$ cat config.mk
export PLATFORM = sky130hd
export DESIGN_NAME = dsrsl_bank
export DESIGN_NICKNAME = d
export VERILOG_FILES = /design/src/dsrsl_pkg.sv /design/src/dsrsl_bank.sv
export SDC_FILE = /design/constraint.sdc
export NUM_CORES = 1
export LEC_CHECK = 0
export ABC_CLOCK_PERIOD_IN_PS = 1900
export BUFFER_PORTS_ARGS = -buffer_cell sky130_fd_sc_hd__buf_2
export CORE_ASPECT_RATIO = 1.4
export CORE_MARGIN = 2
export CORE_UTILIZATION = 35
export DETAILED_ROUTE_END_ITERATION = 10
export HOLD_SLACK_MARGIN = 0.06
export PLACE_DENSITY = 0.56
export SLEW_MARGIN = 20
export SYNTH_ARGS = -nofsm -noshare
export SYNTH_HDL_FRONTEND = slang
export SYNTH_SLANG_ARGS = --single-unit
$ cat constraint.sdc
create_clock -name clk -period 1.9 [get_ports clk]
set_input_delay 0.285 -clock clk [delete_from_list [all_inputs] [get_ports clk]]
set_output_delay 0.285 -clock clk [all_outputs]
set_load 0.02 [all_outputs]
$ cat src/dsrsl_pkg.sv
// constants and types of the receive status latch bank
package dsrsl_pkg;

  // ---------------------------------------------------------------
  // register bus and map
  // ---------------------------------------------------------------
  localparam int AW = 10;
  localparam int DW = 16;
  localparam logic [AW-1:0] OFF_CTRL  = 10'h120;
  localparam logic [AW-1:0] OFF_STAT1 = 10'h124;
  localparam logic [AW-1:0] OFF_STAT2 = 10'h126;
  localparam logic [AW-1:0] OFF_LAT1  = 10'h128;
  localparam logic [AW-1:0] OFF_LAT2  = 10'h12a;
  localparam logic [AW-1:0] OFF_IE1   = 10'h12c;
  localparam logic [AW-1:0] OFF_IE2   = 10'h12e;

  // ---------------------------------------------------------------
  // field masks and reset values
  // ---------------------------------------------------------------
  localparam logic [DW-1:0] ZERO16     = 16'h0000;
  localparam logic [DW-1:0] IE1_MASK   = 16'h0fff;
  localparam logic [DW-1:0] IE2_MASK   = 16'h0f0f;
  localparam logic [DW-1:0] LAT2_M23   = 16'h0c0c;
  localparam logic [DW-1:0] STAT2_M23  = 16'h000c;
  localparam logic [DW-1:0] FM_MASK    = 16'h0800;

  // ---------------------------------------------------------------
  // bit positions
  // ---------------------------------------------------------------
  localparam int B_FM        = 11;
  localparam int B_IDENT     = 10;
  localparam int B_IDLE      = 9;
  localparam int B_ONES      = 8;
  localparam int B_MF        = 7;
  localparam int B_SEVERE    = 6;
  localparam int B_ALIGN     = 5;
  localparam int B_FRLOST    = 4;
  localparam int B_REMOTE    = 3;
  localparam int B_ALARM     = 2;
  localparam int B_FROUT     = 1;
  localparam int B_SIGLOST   = 0;
  localparam int B2_CPE      = 11;
  localparam int B2_FBE      = 10;
  localparam int B2_PE       = 9;
  localparam int B2_FE       = 8;
  localparam int B2_CBIT_NZ  = 3;
  localparam int B2_FAR_NZ   = 2;
  localparam int B2_PBIT_NZ  = 1;
  localparam int B2_FRAME_NZ = 0;
  localparam int C_M23    = 0;
  localparam int C_GEN    = 1;
  localparam int C_SEL_LO = 8;
  localparam int C_SEL_HI = 9;

  // framing event kind that feeds the framing error count
  typedef enum logic [1:0] {SEL_OUT, SEL_MF, SEL_F, SEL_M} dsrsl_fsel_t;

  // live receive conditions from the framer
  typedef struct packed {
    logic format_mismatch;
    logic app_ident_channel;
    logic idle;
    logic unframed_ones_seen;
    logic multiframe_lost;
    logic severe_frame_errors;
    logic frame_lost;
    logic remote_defect;
    logic alarm_indication;
    logic frame_out;
    logic signal_lost;
  } dsrsl_cond_t;

  // nonzero flags of the external error counters
  typedef struct packed {
    logic cbit_parity_count_nonzero;
    logic far_block_count_nonzero;
    logic pbit_parity_count_nonzero;
    logic frame_error_count_nonzero;
  } dsrsl_cnt_t;

  // one-cycle error and alignment events
  typedef struct packed {
    logic alignment_change;
    logic cbit_parity_error;
    logic far_block_error;
    logic pbit_parity_error;
    logic mbit_error;
    logic fbit_error;
  } dsrsl_evt_t;

  typedef struct packed {
    dsrsl_fsel_t frame_error_type_select;
    logic        port_status_global_enable;
    logic        m23_mode;
  } dsrsl_ctrl_t;

  typedef struct packed {
    dsrsl_cond_t   cond_prev;
    dsrsl_cnt_t    cnt_prev;
    logic          armed;
    dsrsl_ctrl_t   ctrl;
    logic [DW-1:0] lat1;
    logic [DW-1:0] lat2;
    logic [DW-1:0] ie1;
    logic [DW-1:0] ie2;
    logic [DW-1:0] rd_data;
    logic          req;
  } dsrsl_state_t;

endpackage

$ cat src/dsrsl_bank.sv
// receive status, latched event and interrupt enable register bank
// ---------------------------------------------------------------
// ---------------------------------------------------------------
`timescale 1ns/1ns
module dsrsl_bank (
  input  wire logic                     clk,
  input  wire logic                     rst,
  input  wire logic [dsrsl_pkg::AW-1:0] addr,
  input  wire logic                     wr_en,
  input  wire logic [dsrsl_pkg::DW-1:0] wr_data,
  input  wire logic                     rd_en,
  input  wire dsrsl_pkg::dsrsl_cond_t   conds,
  input  wire dsrsl_pkg::dsrsl_cnt_t    counts,
  input  wire dsrsl_pkg::dsrsl_evt_t    events,
  output logic      [dsrsl_pkg::DW-1:0] rd_data,
  output logic                          port_status_req,
  output dsrsl_pkg::dsrsl_fsel_t        frame_error_type_select
);
  import dsrsl_pkg::*;

  // ---------------------------------------------------------------
  // helpers
  // ---------------------------------------------------------------
  // condition flags in status/latch1 layout, bit 5 unused
  function automatic logic [DW-1:0] cond_vec(input dsrsl_cond_t c);
    cond_vec = {4'h0, c.format_mismatch, c.app_ident_channel, c.idle,
                c.unframed_ones_seen, c.multiframe_lost,
                c.severe_frame_errors, 1'b0, c.frame_lost,
                c.remote_defect, c.alarm_indication, c.frame_out,
                c.signal_lost};
  endfunction

  // counter nonzero flags in the low nibble
  function automatic logic [DW-1:0] cnt_vec(input dsrsl_cnt_t c);
    cnt_vec = {12'h000, c.cbit_parity_count_nonzero,
               c.far_block_count_nonzero, c.pbit_parity_count_nonzero,
               c.frame_error_count_nonzero};
  endfunction

  // ---------------------------------------------------------------
  // state
  // ---------------------------------------------------------------
  dsrsl_state_t  st_q;
  dsrsl_state_t  st_d;
  logic [DW-1:0] cur1;
  logic [DW-1:0] old1;
  logic [DW-1:0] set1;
  logic [DW-1:0] set2;
  logic [DW-1:0] clr1;
  logic [DW-1:0] clr2;
  logic [DW-1:0] crise;
  logic          fe_evt;
  logic          req_cause;

  // request cause from the current latches and enables
  // enables gated by global
  assign req_cause = st_q.ctrl.port_status_global_enable &
                     (|((st_q.lat1 & st_q.ie1) | (st_q.lat2 & st_q.ie2)));

  // next state
  always_comb
  begin
    st_d  = st_q;
    cur1  = cond_vec(conds);
    old1  = cond_vec(st_q.cond_prev);
    clr1  = ZERO16;
    clr2  = ZERO16;
    crise = st_q.armed ? (cnt_vec(counts) & ~cnt_vec(st_q.cnt_prev))
                       : ZERO16;
    set1 = st_q.armed ? (cur1 ^ old1) & ~FM_MASK : ZERO16;
    set1 = set1 | (st_q.armed ? (cur1 & ~old1 & FM_MASK) : ZERO16);
    set1[B_ALIGN] = events.alignment_change;
    unique case (st_q.ctrl.frame_error_type_select)
      SEL_OUT: fe_evt = st_q.armed & conds.frame_out &
                        ~st_q.cond_prev.frame_out;
      SEL_MF:  fe_evt = events.mbit_error | events.fbit_error;
      SEL_F:   fe_evt = events.fbit_error;
      SEL_M:   fe_evt = events.mbit_error;
    endcase
    set2 = ZERO16;
    set2[B2_CPE] = events.cbit_parity_error;
    set2[B2_FBE] = events.far_block_error;
    set2[B2_PE]  = events.pbit_parity_error;
    set2[B2_FE]  = fe_evt;
    set2 = set2 | crise;
    // register writes
    if (wr_en)
    begin
      unique case (addr)
        OFF_CTRL:
        begin
          st_d.ctrl.m23_mode = wr_data[C_M23];
          st_d.ctrl.port_status_global_enable = wr_data[C_GEN];
          st_d.ctrl.frame_error_type_select =
            dsrsl_fsel_t'(wr_data[C_SEL_HI:C_SEL_LO]);
        end
        OFF_LAT1: clr1 = wr_data;
        OFF_LAT2: clr2 = wr_data;
        OFF_IE1:  st_d.ie1 = wr_data & IE1_MASK;
        OFF_IE2:  st_d.ie2 = wr_data & IE2_MASK;
        default:  st_d.ctrl = st_q.ctrl; // others ignored
      endcase
    end
    st_d.lat1 = (st_q.lat1 & ~clr1) | set1;
    st_d.lat2 = (st_q.lat2 & ~clr2) | set2;
    if (st_d.ctrl.m23_mode)
    begin
      st_d.lat2 = st_d.lat2 & ~LAT2_M23;
    end
    // read data for the next cycle only
    st_d.rd_data = ZERO16;
    if (rd_en)
    begin
      unique case (addr)
        OFF_CTRL:  st_d.rd_data = {6'h00,
                     st_q.ctrl.frame_error_type_select, 6'h00,
                     st_q.ctrl.port_status_global_enable,
                     st_q.ctrl.m23_mode};
        OFF_STAT1: st_d.rd_data = cur1;
        OFF_STAT2: st_d.rd_data = cnt_vec(counts) &
                     ~(st_q.ctrl.m23_mode ? STAT2_M23 : ZERO16);
        OFF_LAT1:  st_d.rd_data = st_q.lat1;
        OFF_LAT2:  st_d.rd_data = st_q.lat2;
        OFF_IE1:   st_d.rd_data = st_q.ie1;
        OFF_IE2:   st_d.rd_data = st_q.ie2;
        default:   st_d.rd_data = ZERO16;
      endcase
    end
    st_d.req       = req_cause;
    st_d.cond_prev = conds;
    st_d.cnt_prev  = counts;
    st_d.armed     = 1'b1;
  end

  // state register
  always_ff @(posedge clk)
  begin
    if (rst)
    begin
      st_q <= '0;
    end
    else
    begin
      st_q <= st_d;
    end
  end

  // outputs
  assign rd_data                 = st_q.rd_data;
  assign port_status_req         = st_q.req;
  assign frame_error_type_select = st_q.ctrl.frame_error_type_select;

  // ---------------------------------------------------------------
  // assertions
  // ---------------------------------------------------------------
  // live status reads
  a_sig_live: assert property (@(posedge clk) disable iff (rst)
    rd_en && addr == OFF_STAT1
    |=> rd_data[B_SIGLOST] == $past(conds.signal_lost))
    else $error("signal lost status wrong");

  a_cbit_stat_m23: assert property (@(posedge clk) disable iff (rst)
    rd_en && addr == OFF_STAT2 && st_q.ctrl.m23_mode
    |=> !rd_data[B2_CBIT_NZ])
    else $error("cbit count status not zero in M23");

  a_cbit_stat_live: assert property (@(posedge clk) disable iff (rst)
    rd_en && addr == OFF_STAT2 && !st_q.ctrl.m23_mode
    |=> rd_data[B2_CBIT_NZ] == $past(counts.cbit_parity_count_nonzero))
    else $error("cbit count status wrong");

  a_far_stat_m23: assert property (@(posedge clk) disable iff (rst)
    rd_en && addr == OFF_STAT2 && st_q.ctrl.m23_mode
    |=> !rd_data[B2_FAR_NZ])
    else $error("far block status not zero in M23");

  a_far_stat_live: assert property (@(posedge clk) disable iff (rst)
    rd_en && addr == OFF_STAT2 && !st_q.ctrl.m23_mode
    |=> rd_data[B2_FAR_NZ] == $past(counts.far_block_count_nonzero))
    else $error("far block status wrong");

  a_pbit_stat_live: assert property (@(posedge clk) disable iff (rst)
    rd_en && addr == OFF_STAT2
    |=> rd_data[B2_PBIT_NZ] == $past(counts.pbit_parity_count_nonzero))
    else $error("pbit count status wrong");

  a_frame_stat_live: assert property (@(posedge clk) disable iff (rst)
    rd_en && addr == OFF_STAT2
    |=> rd_data[B2_FRAME_NZ] == $past(counts.frame_error_count_nonzero))
    else $error("frame count status wrong");

  // condition change latching
  a_fm_nofall: assert property (@(posedge clk) disable iff (rst)
    st_q.armed && !st_q.lat1[B_FM] && $fell(conds.format_mismatch)
    |=> !st_q.lat1[B_FM])
    else $error("mismatch latched on falling edge");

  a_fm_rise: assert property (@(posedge clk) disable iff (rst)
    st_q.armed && $rose(conds.format_mismatch) |=> st_q.lat1[B_FM])
    else $error("mismatch rise not latched");

  a_ident_change: assert property (@(posedge clk) disable iff (rst)
    st_q.armed &&
    conds.app_ident_channel != st_q.cond_prev.app_ident_channel
    |=> st_q.lat1[B_IDENT])
    else $error("ident channel change not latched");

  a_idle_change: assert property (@(posedge clk) disable iff (rst)
    st_q.armed && $changed(conds.idle) |=> st_q.lat1[B_IDLE])
    else $error("idle change not latched");

  a_ones_change: assert property (@(posedge clk) disable iff (rst)
    st_q.armed && $changed(conds.unframed_ones_seen)
    |=> st_q.lat1[B_ONES])
    else $error("unframed ones change not latched");

  a_mf_change: assert property (@(posedge clk) disable iff (rst)
    st_q.armed && $changed(conds.multiframe_lost) |=> st_q.lat1[B_MF])
    else $error("multiframe change not latched");

  a_sev_change: assert property (@(posedge clk) disable iff (rst)
    st_q.armed && $changed(conds.severe_frame_errors)
    |=> st_q.lat1[B_SEVERE])
    else $error("severe frame change not latched");

  a_frlost_change: assert property (@(posedge clk) disable iff (rst)
    st_q.armed && $changed(conds.frame_lost) |=> st_q.lat1[B_FRLOST])
    else $error("frame lost change not latched");

  a_remote_change: assert property (@(posedge clk) disable iff (rst)
    st_q.armed && $changed(conds.remote_defect)
    |=> st_q.lat1[B_REMOTE])
    else $error("remote defect change not latched");

  a_alarm_change: assert property (@(posedge clk) disable iff (rst)
    st_q.armed && $changed(conds.alarm_indication)
    |=> st_q.lat1[B_ALARM])
    else $error("alarm change not latched");

  a_frout_change: assert property (@(posedge clk) disable iff (rst)
    st_q.armed && $changed(conds.frame_out) |=> st_q.lat1[B_FROUT])
    else $error("frame out change not latched");

  a_sig_change: assert property (@(posedge clk) disable iff (rst)
    st_q.armed && $changed(conds.signal_lost) |=> st_q.lat1[B_SIGLOST])
    else $error("signal lost change not latched");

  a_align_set: assert property (@(posedge clk) disable iff (rst)
    events.alignment_change |=> st_q.lat1[B_ALIGN])
    else $error("alignment change not latched");

  // error event and count latching
  a_cpe_m23: assert property (@(posedge clk) disable iff (rst)
    st_q.ctrl.m23_mode |-> !st_q.lat2[B2_CPE] && !st_q.lat2[B2_CBIT_NZ])
    else $error("cbit latch set in M23");

  a_fbe_m23: assert property (@(posedge clk) disable iff (rst)
    st_q.ctrl.m23_mode |-> !st_q.lat2[B2_FBE] && !st_q.lat2[B2_FAR_NZ])
    else $error("far block latch set in M23");

  a_pe_set: assert property (@(posedge clk) disable iff (rst)
    events.pbit_parity_error |=> st_q.lat2[B2_PE] ##1
    (st_q.lat2[B2_PE] ||
     $past(wr_en && addr == OFF_LAT2 && wr_data[B2_PE])))
    else $error("pbit error not latched");

  a_fe_select: assert property (@(posedge clk) disable iff (rst)
    st_q.ctrl.frame_error_type_select == SEL_M && events.fbit_error &&
    !events.mbit_error && !st_q.lat2[B2_FE] && !wr_en
    |=> !st_q.lat2[B2_FE])
    else $error("unselected framing event latched");

  a_cbit_rise: assert property (@(posedge clk) disable iff (rst)
    st_q.armed && !st_q.ctrl.m23_mode && !wr_en &&
    $rose(counts.cbit_parity_count_nonzero) |=> st_q.lat2[B2_CBIT_NZ])
    else $error("cbit count rise not latched");

  a_far_rise: assert property (@(posedge clk) disable iff (rst)
    st_q.armed && !st_q.ctrl.m23_mode && !wr_en &&
    $rose(counts.far_block_count_nonzero) |=> st_q.lat2[B2_FAR_NZ])
    else $error("far count rise not latched");

  a_pbit_rise: assert property (@(posedge clk) disable iff (rst)
    st_q.armed && $rose(counts.pbit_parity_count_nonzero)
    |=> st_q.lat2[B2_PBIT_NZ])
    else $error("pbit count rise not latched");

  a_frame_rise: assert property (@(posedge clk) disable iff (rst)
    st_q.armed && $rose(counts.frame_error_count_nonzero)
    |=> st_q.lat2[B2_FRAME_NZ])
    else $error("frame count rise not latched");

  // request gating and latch1 set-over-clear priority

  a_fm_request: assert property (@(posedge clk) disable iff (rst)
    st_q.ctrl.port_status_global_enable && st_q.ie1[B_FM] &&
    st_q.lat1[B_FM] |=> port_status_req)
    else $error("mismatch request missing");

  a_gen_gate: assert property (@(posedge clk) disable iff (rst)
    !st_q.ctrl.port_status_global_enable |=> !port_status_req)
    else $error("request without global enable");

  a_set_wins: assert property (@(posedge clk) disable iff (rst)
    wr_en && addr == OFF_LAT1 && wr_data[B_ALIGN] &&
    events.alignment_change |=> st_q.lat1[B_ALIGN])
    else $error("clear beat a new event");

  a_req_or: assert property (@(posedge clk) disable iff (rst)
    ##1 port_status_req == $past(req_cause))
    else $error("request not OR of enabled latches");

endmodule

After elaboration in Yosys (flattened, before gate mapping)
Index checks and enable logic that the tools add are counted.

Flip-flop bits (word level): 89. Output and inout bits: 19.

Mux-type cells: 18. Reduce and logical (&&, ||, !) cells: 7. Bitwise gates (word level): 24. Equal/unequal tests: 10.

Operators with widths (number): case mux 16 bit (7 select lines) (1); 2-to-1 mux 16 bit (6); 2-to-1 mux 86 bit (1); equality test 10 x 9 -> 1 bit (second input constant) (7); 2-to-1 mux 12 bit (4); AND 16 x 12 -> 16 bit (2); AND 16 bit (2); AND 4 x 16 -> 16 bit (2); NOT 16 bit (2); NOT 4 -> 16 bit (2); OR 16 bit (2); 2-to-1 mux 28 bit (1); OR 12 x 16 -> 16 bit (1); OR 16 x 12 -> 16 bit (1); OR reduction 16 bit (1); AND 12 bit (1); 2-to-1 mux 4 bit (3); NOT 12 bit (1); OR 11 x 12 -> 12 bit (1); 2-to-1 mux 11 bit (1); XOR 11 bit (1); AND reduction 2 bit (3); equality test 2 bit (second input constant) (2); case mux 1 bit (4 select lines) (1); 6 further kinds (10).

Logic depth before layout (Yosys ltp)
Gate-level depths: netlist of run 1.

Depth after elaboration: 8. Mapped depth: 7. Mapped depth without buffers: 4.

Worst setup path after synthesis of run 1
Ideal clock, no wire load.

Path kind: input to register. Start: in addr[4] (netlist bit). End: reg st_q[35] (netlist bit). Stages: 6. Path slack: -25 ps. Arrival: 1797 ps. Cells stage by stage: or4b_4 -> or4_1 -> buf_2 -> buf_6 -> mux2i_1 -> nor2_1.

Cells in the longest elaborated chain, start to end: 2.

RTL lines: from (decl) (RTL line dsrsl_bank.sv:8) `input wire logic [dsrsl_pkg::AW-1:0] addr,`; equality test 10 x 9 -> 1 bit (RTL line dsrsl_bank.sv:89) `unique case (addr)`; AND reduction 2 bit (no source line); to (signal assigned) (RTL line dsrsl_bank.sv:144) `st_q <= st_d;`; to (decl) (RTL line dsrsl_bank.sv:43) `dsrsl_state_t st_q;`.

Every way passes these cells. A chain may end at the register's enable or synchronous reset.

Worst setup path after layout of run 1
Start: in addr[4] (netlist bit). End: reg st_q[60] (netlist bit).

Cells in the longest elaborated chain, start to end: 6. Elaborated cells on any way between the ends: 10.

RTL lines: equality test 10 x 9 -> 1 bit (RTL line dsrsl_bank.sv:89); 2-to-1 mux 16 bit (RTL line dsrsl_bank.sv:89); 2-to-1 mux 16 bit (RTL line dsrsl_bank.sv:87) `if (wr_en)`; NOT 16 bit (RTL line dsrsl_bank.sv:105) `st_d.lat2 = (st_q.lat2 & ~clr2) | set2;`; AND 16 bit (RTL line dsrsl_bank.sv:105); OR 16 bit (RTL line dsrsl_bank.sv:105).

Several ways; a longest one is shown, not always the timed one.

==> results of run 1 <==
-- worst register-to-register path, stage by stage, from the launching register on --
cell	delay, ns
dfxtp_1	0.33
a22o_1	0.25
a221oi_1	0.23
nand3_1	0.15
o311a_1	0.39
-- cells in the final DEF (no fill, tap or decap), types with 3 or more instances in the layout --
master,synthesis,routed
dfxtp_1,89,89
a22o_1,7,7
o21ai_0,9,9
clkbuf_16,0,9
mux2_2,7,7
nor2b_1,22,22
o2bb2ai_1,5,5
mux2i_1,36,36
a22oi_1,13,13
a31oi_1,3,3
nand2b_1,3,3
nand3_1,15,15
nand3b_1,3,3
xor2_1,10,10
nand2_1,28,28
buf_2,5,69
or4_1,4,4
inv_1,11,11
nor2_1,40,40
and3_1,8,8
a21oi_1,29,29
a311oi_1,9,8
nor4_2,3,3
buf_4,18,31
clkinv_2,0,3
-- Yosys cell counts (all sizes together) (2+ instances only) --
cell type   n  area share [%]
o22ai       2            0.31
nor2       40             3.8
nand2b      3            0.47
nand3      15             1.9
and3        8             1.3
o21ai       9             1.1
a31oi       3            0.47
buf        31             5.2
nand3b      3            0.57
o2bb2ai     5             1.1
a21oi      29             3.7
a22o        7             1.5
nor2b      22             3.5
nor4        4             1.1
and2        2            0.31
clkbuf     12             1.1
or4b        2            0.60
a211oi      2            0.38
or4         4            0.76
a221oi      2            0.44
inv        11             1.0
mux2i      36             9.1
a311oi      9             2.0
nand2      28             2.6
nor3        4            0.76
xor2       10             2.2
or3b        2            0.44
dfxtp      89              45
a22oi      13             2.5
mux2        7             2.0
-- power groups by stage --
| stage | Clock, mW | Combinational (mW) | Sequential [mW] |
|---|---|---|---|
| after floorplan | 0 | 0.198 | 1.98 |
| after global placement | 0 | 0.347 | 2.00 |
| after detailed placement | 0 | 0.351 | 2.00 |
| after CTS | 1.74 | 0.352 | 1.96 |
| after global routing | 1.83 | 0.389 | 1.96 |
| final | 1.71 | 0.356 | 1.96 |
-- area by class of cell --
| cell class | count | area (um2) | area share, % |
|---|---|---|---|
| Multi-Input combinational cell | 285 | 1910 | 40.0 |
| Clock buffer | 11 | 233 | 4.88 |
| Inverter | 11 | 41.3 | 0.866 |
| Tap cell | 144 | 180 | 3.78 |
| Timing Repair Buffer | 100 | 578 | 12.1 |
| Clock inverter | 4 | 45.0 | 0.945 |
| Sequential cell | 89 | 1780 | 37.4 |
-- per-stage QoR --
stage,std cells,hold WS (ns),power (mW)
2_1_floorplan,428,0.372,2.18
3_3_place_gp,629,0.418,2.34
3_5_place_dp,629,0.431,2.35
4_1_cts,644,0.139,4.05
5_1_grt,644,0.138,4.18
6_report,644,0.141,4.02
-- timing repair --
item                                    4_1_cts  5_1_grt
endpoints found under the setup margin        0        1
resized for setup                             0        1
buffers inserted                              0        0
-- cells by family after synthesis --
kind of cell,after synthesis,synth area share (%)
buffers and inverters,54,7.33
DFF,89,44.8
and+or+nand+nor,141,18.8
xor gates and xnor gates,10,2.20
muxes,43,11.0
AOI/OAI and AO/OA,91,15.8
-- path summary, 6_finish.rpt --
| check | start | end | slack [ns] |
|---|---|---|---|
| worst max register to register | st_q[51] | port_status_req | 0.43 |
| worst min register to register | st_q[55] | st_q[55] | 0.44 |
| worst min-delay path | wr_data[4] | st_q[53] | 0.14 |
| worst max-delay path | addr[4] | st_q[60] | 0.08 |
-- per-layer routing --
metal  global-route usage [%]  vias to the layer above
li1                         -                     1647
met4                     8.53                        0
met1                     23.2                     1630
met3                     3.81                       22
met5                        0                        -
met2                     32.9                      117
-- flip-flops by register name (all words and copies together) (netlist names) --
signal,count
frame_error_type_select,2
st_q,59
rd_data,16
old1,11
port_status_req,1
==> flow_metrics.env, run 1 <==
export IMPL_clk_pin_slew_ns=0.06
export IMPL_worst_slack_ns=0.0811
export IMPL_yosysSeqAreaShare_pct=44.8
export IMPL_comb_power_share_pct=8.8
export IMPL_synthDistinctLibCells=50
export IMPL_crit_chain="buf_2 -> or4b_4 -> buf_4 -> o31a_1 -> a211o_1 -> a311oi_1"
export IMPL_final_area_um2=4770
export IMPL_met1Wirelength_um=4550
export IMPL_synth_edf_count=0
export IMPL_slowest_delay_ns=0.57
export IMPL_rsz0062_at_grt="no"
export IMPL_pwr_share_seq_pct=48.7
export IMPL_clk_latency_ns=0.35
export IMPL_wl_per_cell_um=17.6
export IMPL_slew_headroom_pct=60.5
export IMPL_die_h_um=130
export IMPL_hold_violations=0
export IMPL_maxSlewViolCount=0
export IMPL_drive_gt1_share_pct=26.2
export IMPL_async_reset_ff_share_pct=0
export IMPL_yosysWarnings=0
export IMPL_hpwl_um=8380
export IMPL_gr_total_overflow=0
export IMPL_worst_setup_path_start_kind="input port"
export IMPL_coreArea_um2=11200
export IMPL_root_buffer="clkbuf_16"
export IMPL_finish_utilization_pct=42.5
export IMPL_syn_area_um2=3980
export IMPL_netSwitchingPower_mw=0.946
export IMPL_cts_hold_buf=0
export IMPL_grt_pass1_vias=3287
export IMPL_dpl_cell_area_um2=4480
export IMPL_path_class="in -> reg"
export IMPL_grt_start_max_net_pins=55
export IMPL_holdCritPathClass="in -> reg"
export IMPL_place_ws_ns=-0.255
export IMPL_wl_met2_um=5810
export IMPL_finalWirelength_um=11400
export IMPL_intPower_mw=3.07
export IMPL_critical_path_top_delay_family="compound AO/OA/AOI/OAI gates"
export IMPL_clock_skew_final_ns=0.00488
export IMPL_drtPass1Iterations=4
export IMPL_die_area_um2=12200
export IMPL_end_kind="register"
export IMPL_htree_levels=3
export IMPL_cts_sinks=89
export IMPL_synth_seq_cells=89
export IMPL_path_depth=6
export IMPL_start_util_pct=35.4
export IMPL_setup_violations_final=0
export IMPL_ios=70
export IMPL_cp_buffers_inverters=2
export IMPL_reg2reg_depth=4
export IMPL_grt_total_usage_pct=19.2
export IMPL_finalNetCount=547
export IMPL_synth_net_count=479
export IMPL_numCtsBuffers=9
export IMPL_antenna_found_initial=0
export IMPL_port_buffers=69
export IMPL_die_width_um=94.1
export IMPL_cts_tree="done"
export IMPL_required_ns=2.15
export IMPL_power_leakage_nw=2.12
export IMPL_synthFlopType="dfxtp_1"
export IMPL_slowest_stage="or4b_4"
export IMPL_period_share_pct=95.7
export IMPL_antenna_cells=0
export IMPL_worst_pin_slew_ns=0.593
export IMPL_drt_iter0_drc=216
export IMPL_arrival_ns=2.07
export IMPL_wl_met3_um=660
export IMPL_synthToLayoutAreaGrowth_pct=19.9
export IMPL_gp_congestion=0.891
export IMPL_top_layer_used="met4"
export IMPL_grt_pass1_wl_um=17500
export IMPL_status="finished, final reports clean"
export IMPL_vias=3416
export IMPL_synthCells=428
export IMPL_max_freq_mhz=550
export IMPL_vias_per_cell=5.30
export IMPL_cap_violations=0
export IMPL_ir_worst_vdd_mv=0.423
export IMPL_clock_power_share_pct=42.5
export IMPL_drc_errors=0
export IMPL_clockBufferDepth=2
export IMPL_fillers=1153
export IMPL_p_per_area_nw_per_um2=843
export IMPL_worst_path_max_fanout=7
export IMPL_antenna_left=0
export IMPL_layout_min_cycle_time_ns=1.82
export IMPL_swShare_pct=23.5
export IMPL_setup_tns_ns=0
export IMPL_rows=46
export IMPL_avgSynthCellArea_um2=9.29
export IMPL_min_path_cells=2
Note: power is estimated with default switching activity, not from simulation.
==> run 2: changes to the inputs <==
--- a/config.mk
+++ b/config.mk
@@ -7,12 +7,14 @@
 export LEC_CHECK = 0
 export ABC_CLOCK_PERIOD_IN_PS = 1900
 export BUFFER_PORTS_ARGS = -buffer_cell sky130_fd_sc_hd__buf_2
+export CELL_PAD_IN_SITES_DETAIL_PLACEMENT = 0
+export CELL_PAD_IN_SITES_GLOBAL_PLACEMENT = 1
 export CORE_ASPECT_RATIO = 1.4
 export CORE_MARGIN = 2
 export CORE_UTILIZATION = 35
 export DETAILED_ROUTE_END_ITERATION = 10
 export HOLD_SLACK_MARGIN = 0.06
-export PLACE_DENSITY = 0.56
+export PLACE_DENSITY = 0.7
 export SLEW_MARGIN = 20
 export SYNTH_ARGS = -nofsm -noshare
 export SYNTH_HDL_FRONTEND = slang
==> flow_metrics.env, run 2 (same netlist as run 1, synthesis figures left out) <==
export IMPL_rows=46
export IMPL_ios=70
export IMPL_gr_total_overflow=0
export IMPL_clockBufferDepth=2
export IMPL_regMostFlops="st_q"
export IMPL_antenna_found_initial=0
export IMPL_finalWirelength_um=11400
export IMPL_die_area_um2=12200
export IMPL_worst_slack_ns=0.144
export IMPL_final_cell_mix="dfxtp_1, buf_2, nor2_1, mux2i_1, a21oi_1"
export IMPL_postCtsResizedCells=0
export IMPL_root_buffer="clkbuf_16"
export IMPL_hpwl_um=8330
export IMPL_finalNetCount=544
export IMPL_hold_violations=0
export IMPL_cts_tree="done"
export IMPL_timing_hold_ws_ns=0.140
export IMPL_power_mw=4.39
export IMPL_critical_path_top_delay_family="compound AO/OA/AOI/OAI gates"
export IMPL_power_leakage_nw=2.14
export IMPL_post_cts_setup_buffers=0
export IMPL_max_freq_mhz=570
export IMPL_drive_gt1_share_pct=25.7
export IMPL_period_share_pct=92.4
export IMPL_fillers=1141
export IMPL_rsz0062_at_grt="no"
export IMPL_end_kind="register"
export IMPL_ir_worst_vdd_mv=0.511
export IMPL_multiInputGateArea_um2=1900
export IMPL_wl_per_cell_um=17.7
export IMPL_grt_total_usage_pct=19.4
export IMPL_vias_per_cell=5.23
export IMPL_p_per_area_nw_per_um2=910
export IMPL_slowest_stage="or4b_4"
export IMPL_holdCritPathClass="in -> reg"
export IMPL_status="finished, final reports clean"
export IMPL_slowest_delay_ns=0.56
export IMPL_htree_levels=3
export IMPL_vias=3356
export IMPL_layout_min_cycle_time_ns=1.76
export IMPL_clk_latency_ns=0.35
export IMPL_worst_setup_path_start_kind="input port"
export IMPL_cts_sinks=89
export IMPL_drc_errors=0
export IMPL_cap_violations=0
export IMPL_drtPass1Iterations=4
export IMPL_setup_violations_final=0
export IMPL_cts_hold_buf=0
export IMPL_final_common_cell="dfxtp_1"
export IMPL_grt_start_max_net_pins=42
export IMPL_cp_buffers_inverters=2
export IMPL_required_ns=2.16
export IMPL_coreArea_um2=11200
export IMPL_seq_area_um2=1780
export IMPL_port_buffers=69
export IMPL_grt_pass1_wl_um=17700
export IMPL_clock_skew_final_ns=0.00453
export IMPL_die_width_um=94.1
export IMPL_die_h_um=130
export IMPL_antenna_left=0
export IMPL_synthToLayoutAreaGrowth_pct=21.2
export IMPL_worst_path_max_fanout=7
export IMPL_maxSlewViolCount=0
export IMPL_clk_pin_slew_ns=0.06
export IMPL_fin_cells=642
export IMPL_start_util_pct=35.4
export IMPL_arrival_ns=2.02
export IMPL_numCtsBuffers=9
export IMPL_gp_congestion=0.851
export IMPL_crit_chain="buf_2 -> or4b_4 -> buf_4 -> o31a_1 -> a211o_1 -> a311oi_1"
export IMPL_grt_pass1_vias=3262
export IMPL_largest_reg_flops=59
export IMPL_antenna_cells=0
export IMPL_dp_cells=626
export IMPL_place_ws_ns=-0.229
export IMPL_worst_pin_slew_ns=0.569
export IMPL_path_class="in -> reg"
export IMPL_drt_iter0_drc=223
export IMPL_slew_headroom_pct=62.0
==> run 2: changes by cell type in the layout (fill, tap and decap cells not counted), sizes merged <==
cell	previous run	this run
inv	11	12
bufinv	1	3
clkinv	3	0
buf	100	97
clkbuf	11	12
==> run 2: path summary, 6_finish.rpt <==
path | startpoint | endpoint | slack (ns) | depth (start not counted)
worst max-delay path | addr[4] | st_q[59] | 0.14 | 6
worst max register to register | st_q[51] | port_status_req | 0.46 | 4
worst min register to register | st_q[55] | st_q[55] | 0.44 | 2
worst min-delay path | wr_data[5] | st_q[54] | 0.14 | 2
==> run 2: per-stage QoR <==
step / cell area (um2) / TNS (ns) / utilization (%)
2_1_floorplan: 3980 / -0.0780 / -
3_3_place_gp: 4470 / -7.74 / 39.9
3_5_place_dp: 4470 / -8.65 / 39.9
4_1_cts: 4820 / 0 / 42.9
5_1_grt: 4820 / 0 / 42.9
6_report: 4820 / 0 / 42.9
==> run 2: where the power goes <==
part           switching (mW)  internal, mW  total (mW)  leakage (nW)
clock                   0.752          1.33        2.08         0.167
combinational           0.197         0.151       0.348          1.25
sequential             0.0404          1.92        1.96         0.726
==> run 2: layout make-up <==
class                      instances  area share [%]
clock inverter                     4            2.05
multi-input combinational        285            39.5
tap                              144            3.74
sequential                        89            37.0
clock buffer                      12            5.11
inverter                          11           0.857
timing repair buffer              97            11.8
==> run 2: per-layer routing <==
layer,global-route usage [%],part of all wire (%),vias up
met4,8.95,2.6,0
met1,23.9,43,1621
met3,3.35,4.2,17
met5,0,0,-
li1,-,-,1637
met2,32.9,50,81
==> run 3: changes to the inputs <==
--- a/config.mk
+++ b/config.mk
@@ -15,6 +15,7 @@
 export DETAILED_ROUTE_END_ITERATION = 10
 export HOLD_SLACK_MARGIN = 0.06
 export PLACE_DENSITY = 0.7
+export REMOVE_ABC_BUFFERS = 1
 export SLEW_MARGIN = 20
 export SYNTH_ARGS = -nofsm -noshare
 export SYNTH_HDL_FRONTEND = slang
==> flow_metrics.env, run 3 (same netlist as run 1, synthesis figures left out) <==
export IMPL_holdCritPathClass="in -> reg"
export IMPL_die_area_um2=12200
export IMPL_ios=70
export IMPL_cts_tree="done"
export IMPL_rows=46
export IMPL_largest_reg_flops=59
export IMPL_status="finished, final reports clean"
export IMPL_drc_errors=0
export IMPL_ir_worst_vdd_mv=0.415
export IMPL_setup_violations_final=0
export IMPL_power_leakage_nw=2.14
export IMPL_clk_pin_slew_ns=0.06
export IMPL_met2_usage_pct=34.0
export IMPL_root_buffer="clkbuf_16"
export IMPL_slew_headroom_pct=75.6
export IMPL_layout_min_cycle_time_ns=1.78
export IMPL_coreArea_um2=11200
export IMPL_gr_total_overflow=0
export IMPL_gp_congestion=0.813
export IMPL_final_cell_mix="dfxtp_1, buf_2, nor2_1, mux2i_1, buf_4"
export IMPL_timing_hold_ws_ns=0.155
export IMPL_htree_levels=3
export IMPL_postCtsResizedCells=0
export IMPL_gr_usage_met3_pct=3.58
export IMPL_hold_violations=0
export IMPL_path_class="in -> reg"
export IMPL_finalNetCount=553
export IMPL_antenna_left=0
export IMPL_max_freq_mhz=563
export IMPL_synthToLayoutAreaGrowth_pct=20.6
export IMPL_dp_cells=635
export IMPL_cts_sinks=89
export IMPL_port_buffers=69
export IMPL_drtPass1Iterations=4
export IMPL_grt_total_usage_pct=20.1
export IMPL_cap_violations=0
export IMPL_clockBufferDepth=2
export IMPL_maxSlewViolCount=0
export IMPL_vias_per_cell=5.23
export IMPL_worst_pin_slew_ns=0.366
export IMPL_hpwl_um=8740
export IMPL_die_width_um=94.1
export IMPL_numCtsBuffers=9
export IMPL_antenna_found_initial=0
export IMPL_grt_start_max_net_pins=56
export IMPL_finalWirelength_um=11900
export IMPL_fin_cells=650
export IMPL_required_ns=2.17
export IMPL_p_per_area_nw_per_um2=816
export IMPL_clock_skew_final_ns=0.00457
export IMPL_grt_pass1_vias=3347
export IMPL_die_h_um=130
export IMPL_drive_gt1_share_pct=26.7
export IMPL_start_util_pct=35.4
export IMPL_rsz0062_at_grt="no"
export IMPL_final_common_cell="dfxtp_1"
export IMPL_met1_usage_pct=25.5
export IMPL_grt_pass1_wl_um=18500
export IMPL_arrival_ns=2.05
export IMPL_cts_hold_buf=0
export IMPL_clk_latency_ns=0.34
export IMPL_worst_path_max_fanout=7
export IMPL_vias=3397
export IMPL_worst_setup_path_start_kind="input port"
export IMPL_regMostFlops="st_q"
export IMPL_power_mw=3.91
export IMPL_post_cts_setup_buffers=0
export IMPL_period_share_pct=93.5
export IMPL_antenna_cells=0
export IMPL_fillers=1159
export IMPL_top_usage_layer="met2"
export IMPL_end_kind="register"
export IMPL_drt_iter0_drc=228
export IMPL_wl_per_cell_um=18.3
## run 3: cell count changes in the layout (fill, tap and decap cells not counted), sizes merged
cell	change
bufinv	-3
clkinv	+3
inv	-1
buf	+9
## run 3: critical path, cell delays in order
cell	delay (ns)
buf_2	0.09
or4b_4	0.57
buf_4	0.18
or2_1	0.28
or3_1	0.48
nor2_1	0.14
## run 3: final timing paths
path / startpoint / end / slack [ns] / cells past startpoint
worst max-delay path: addr[4] / rd_data[15] / 0.12 / 6
worst min register to register: st_q[54] / st_q[54] / 0.43 / 2
worst max register to register: st_q[51] / port_status_req / 0.37 / 4
worst min-delay path: wr_data[5] / st_q[54] / 0.16 / 2
## run 3: cell type report
cell class              count  area, um2  area share (%)
inverters                  11       41.3           0.861
clock inverters             3       18.8           0.391
repair buffers            106        636            13.2
clock buffers              12        236            4.93
well taps                 144        180            3.76
flip-flops and latches     89       1780            37.1
multi-input cells         285       1900            39.7
## run 3: metal layers
layer	part of all wire, %	up-vias
li1	-	1652
met5	0	-
met1	43	1635
met3	4.8	18
met4	2.5	0
met2	50	92
## run 3: metrics by stage
stage | setup WS (ns) | instance area (um2) | util, % | TNS (ns)
after floorplan | -0.181 | 3730 | - | -2.91
after global placement | -0.208 | 4540 | 40.5 | -8.63
after detailed placement | -0.221 | 4540 | 40.5 | -9.25
after CTS | 0.123 | 4800 | 42.7 | 0
after global routing | 0.0213 | 4800 | 42.7 | 0
final | 0.124 | 4800 | 42.7 | 0
## run 3: power breakdown
| part | leakage (nW) | total, mW | switching [mW] | internal (mW) |
|---|---|---|---|---|
| clock | 0.126 | 1.59 | 0.710 | 0.879 |
| combinational | 1.29 | 0.369 | 0.208 | 0.161 |
| sequential | 0.726 | 1.96 | 0.0388 | 1.92 |
| total | 2.14 | 3.91 | 0.957 | 2.96 |
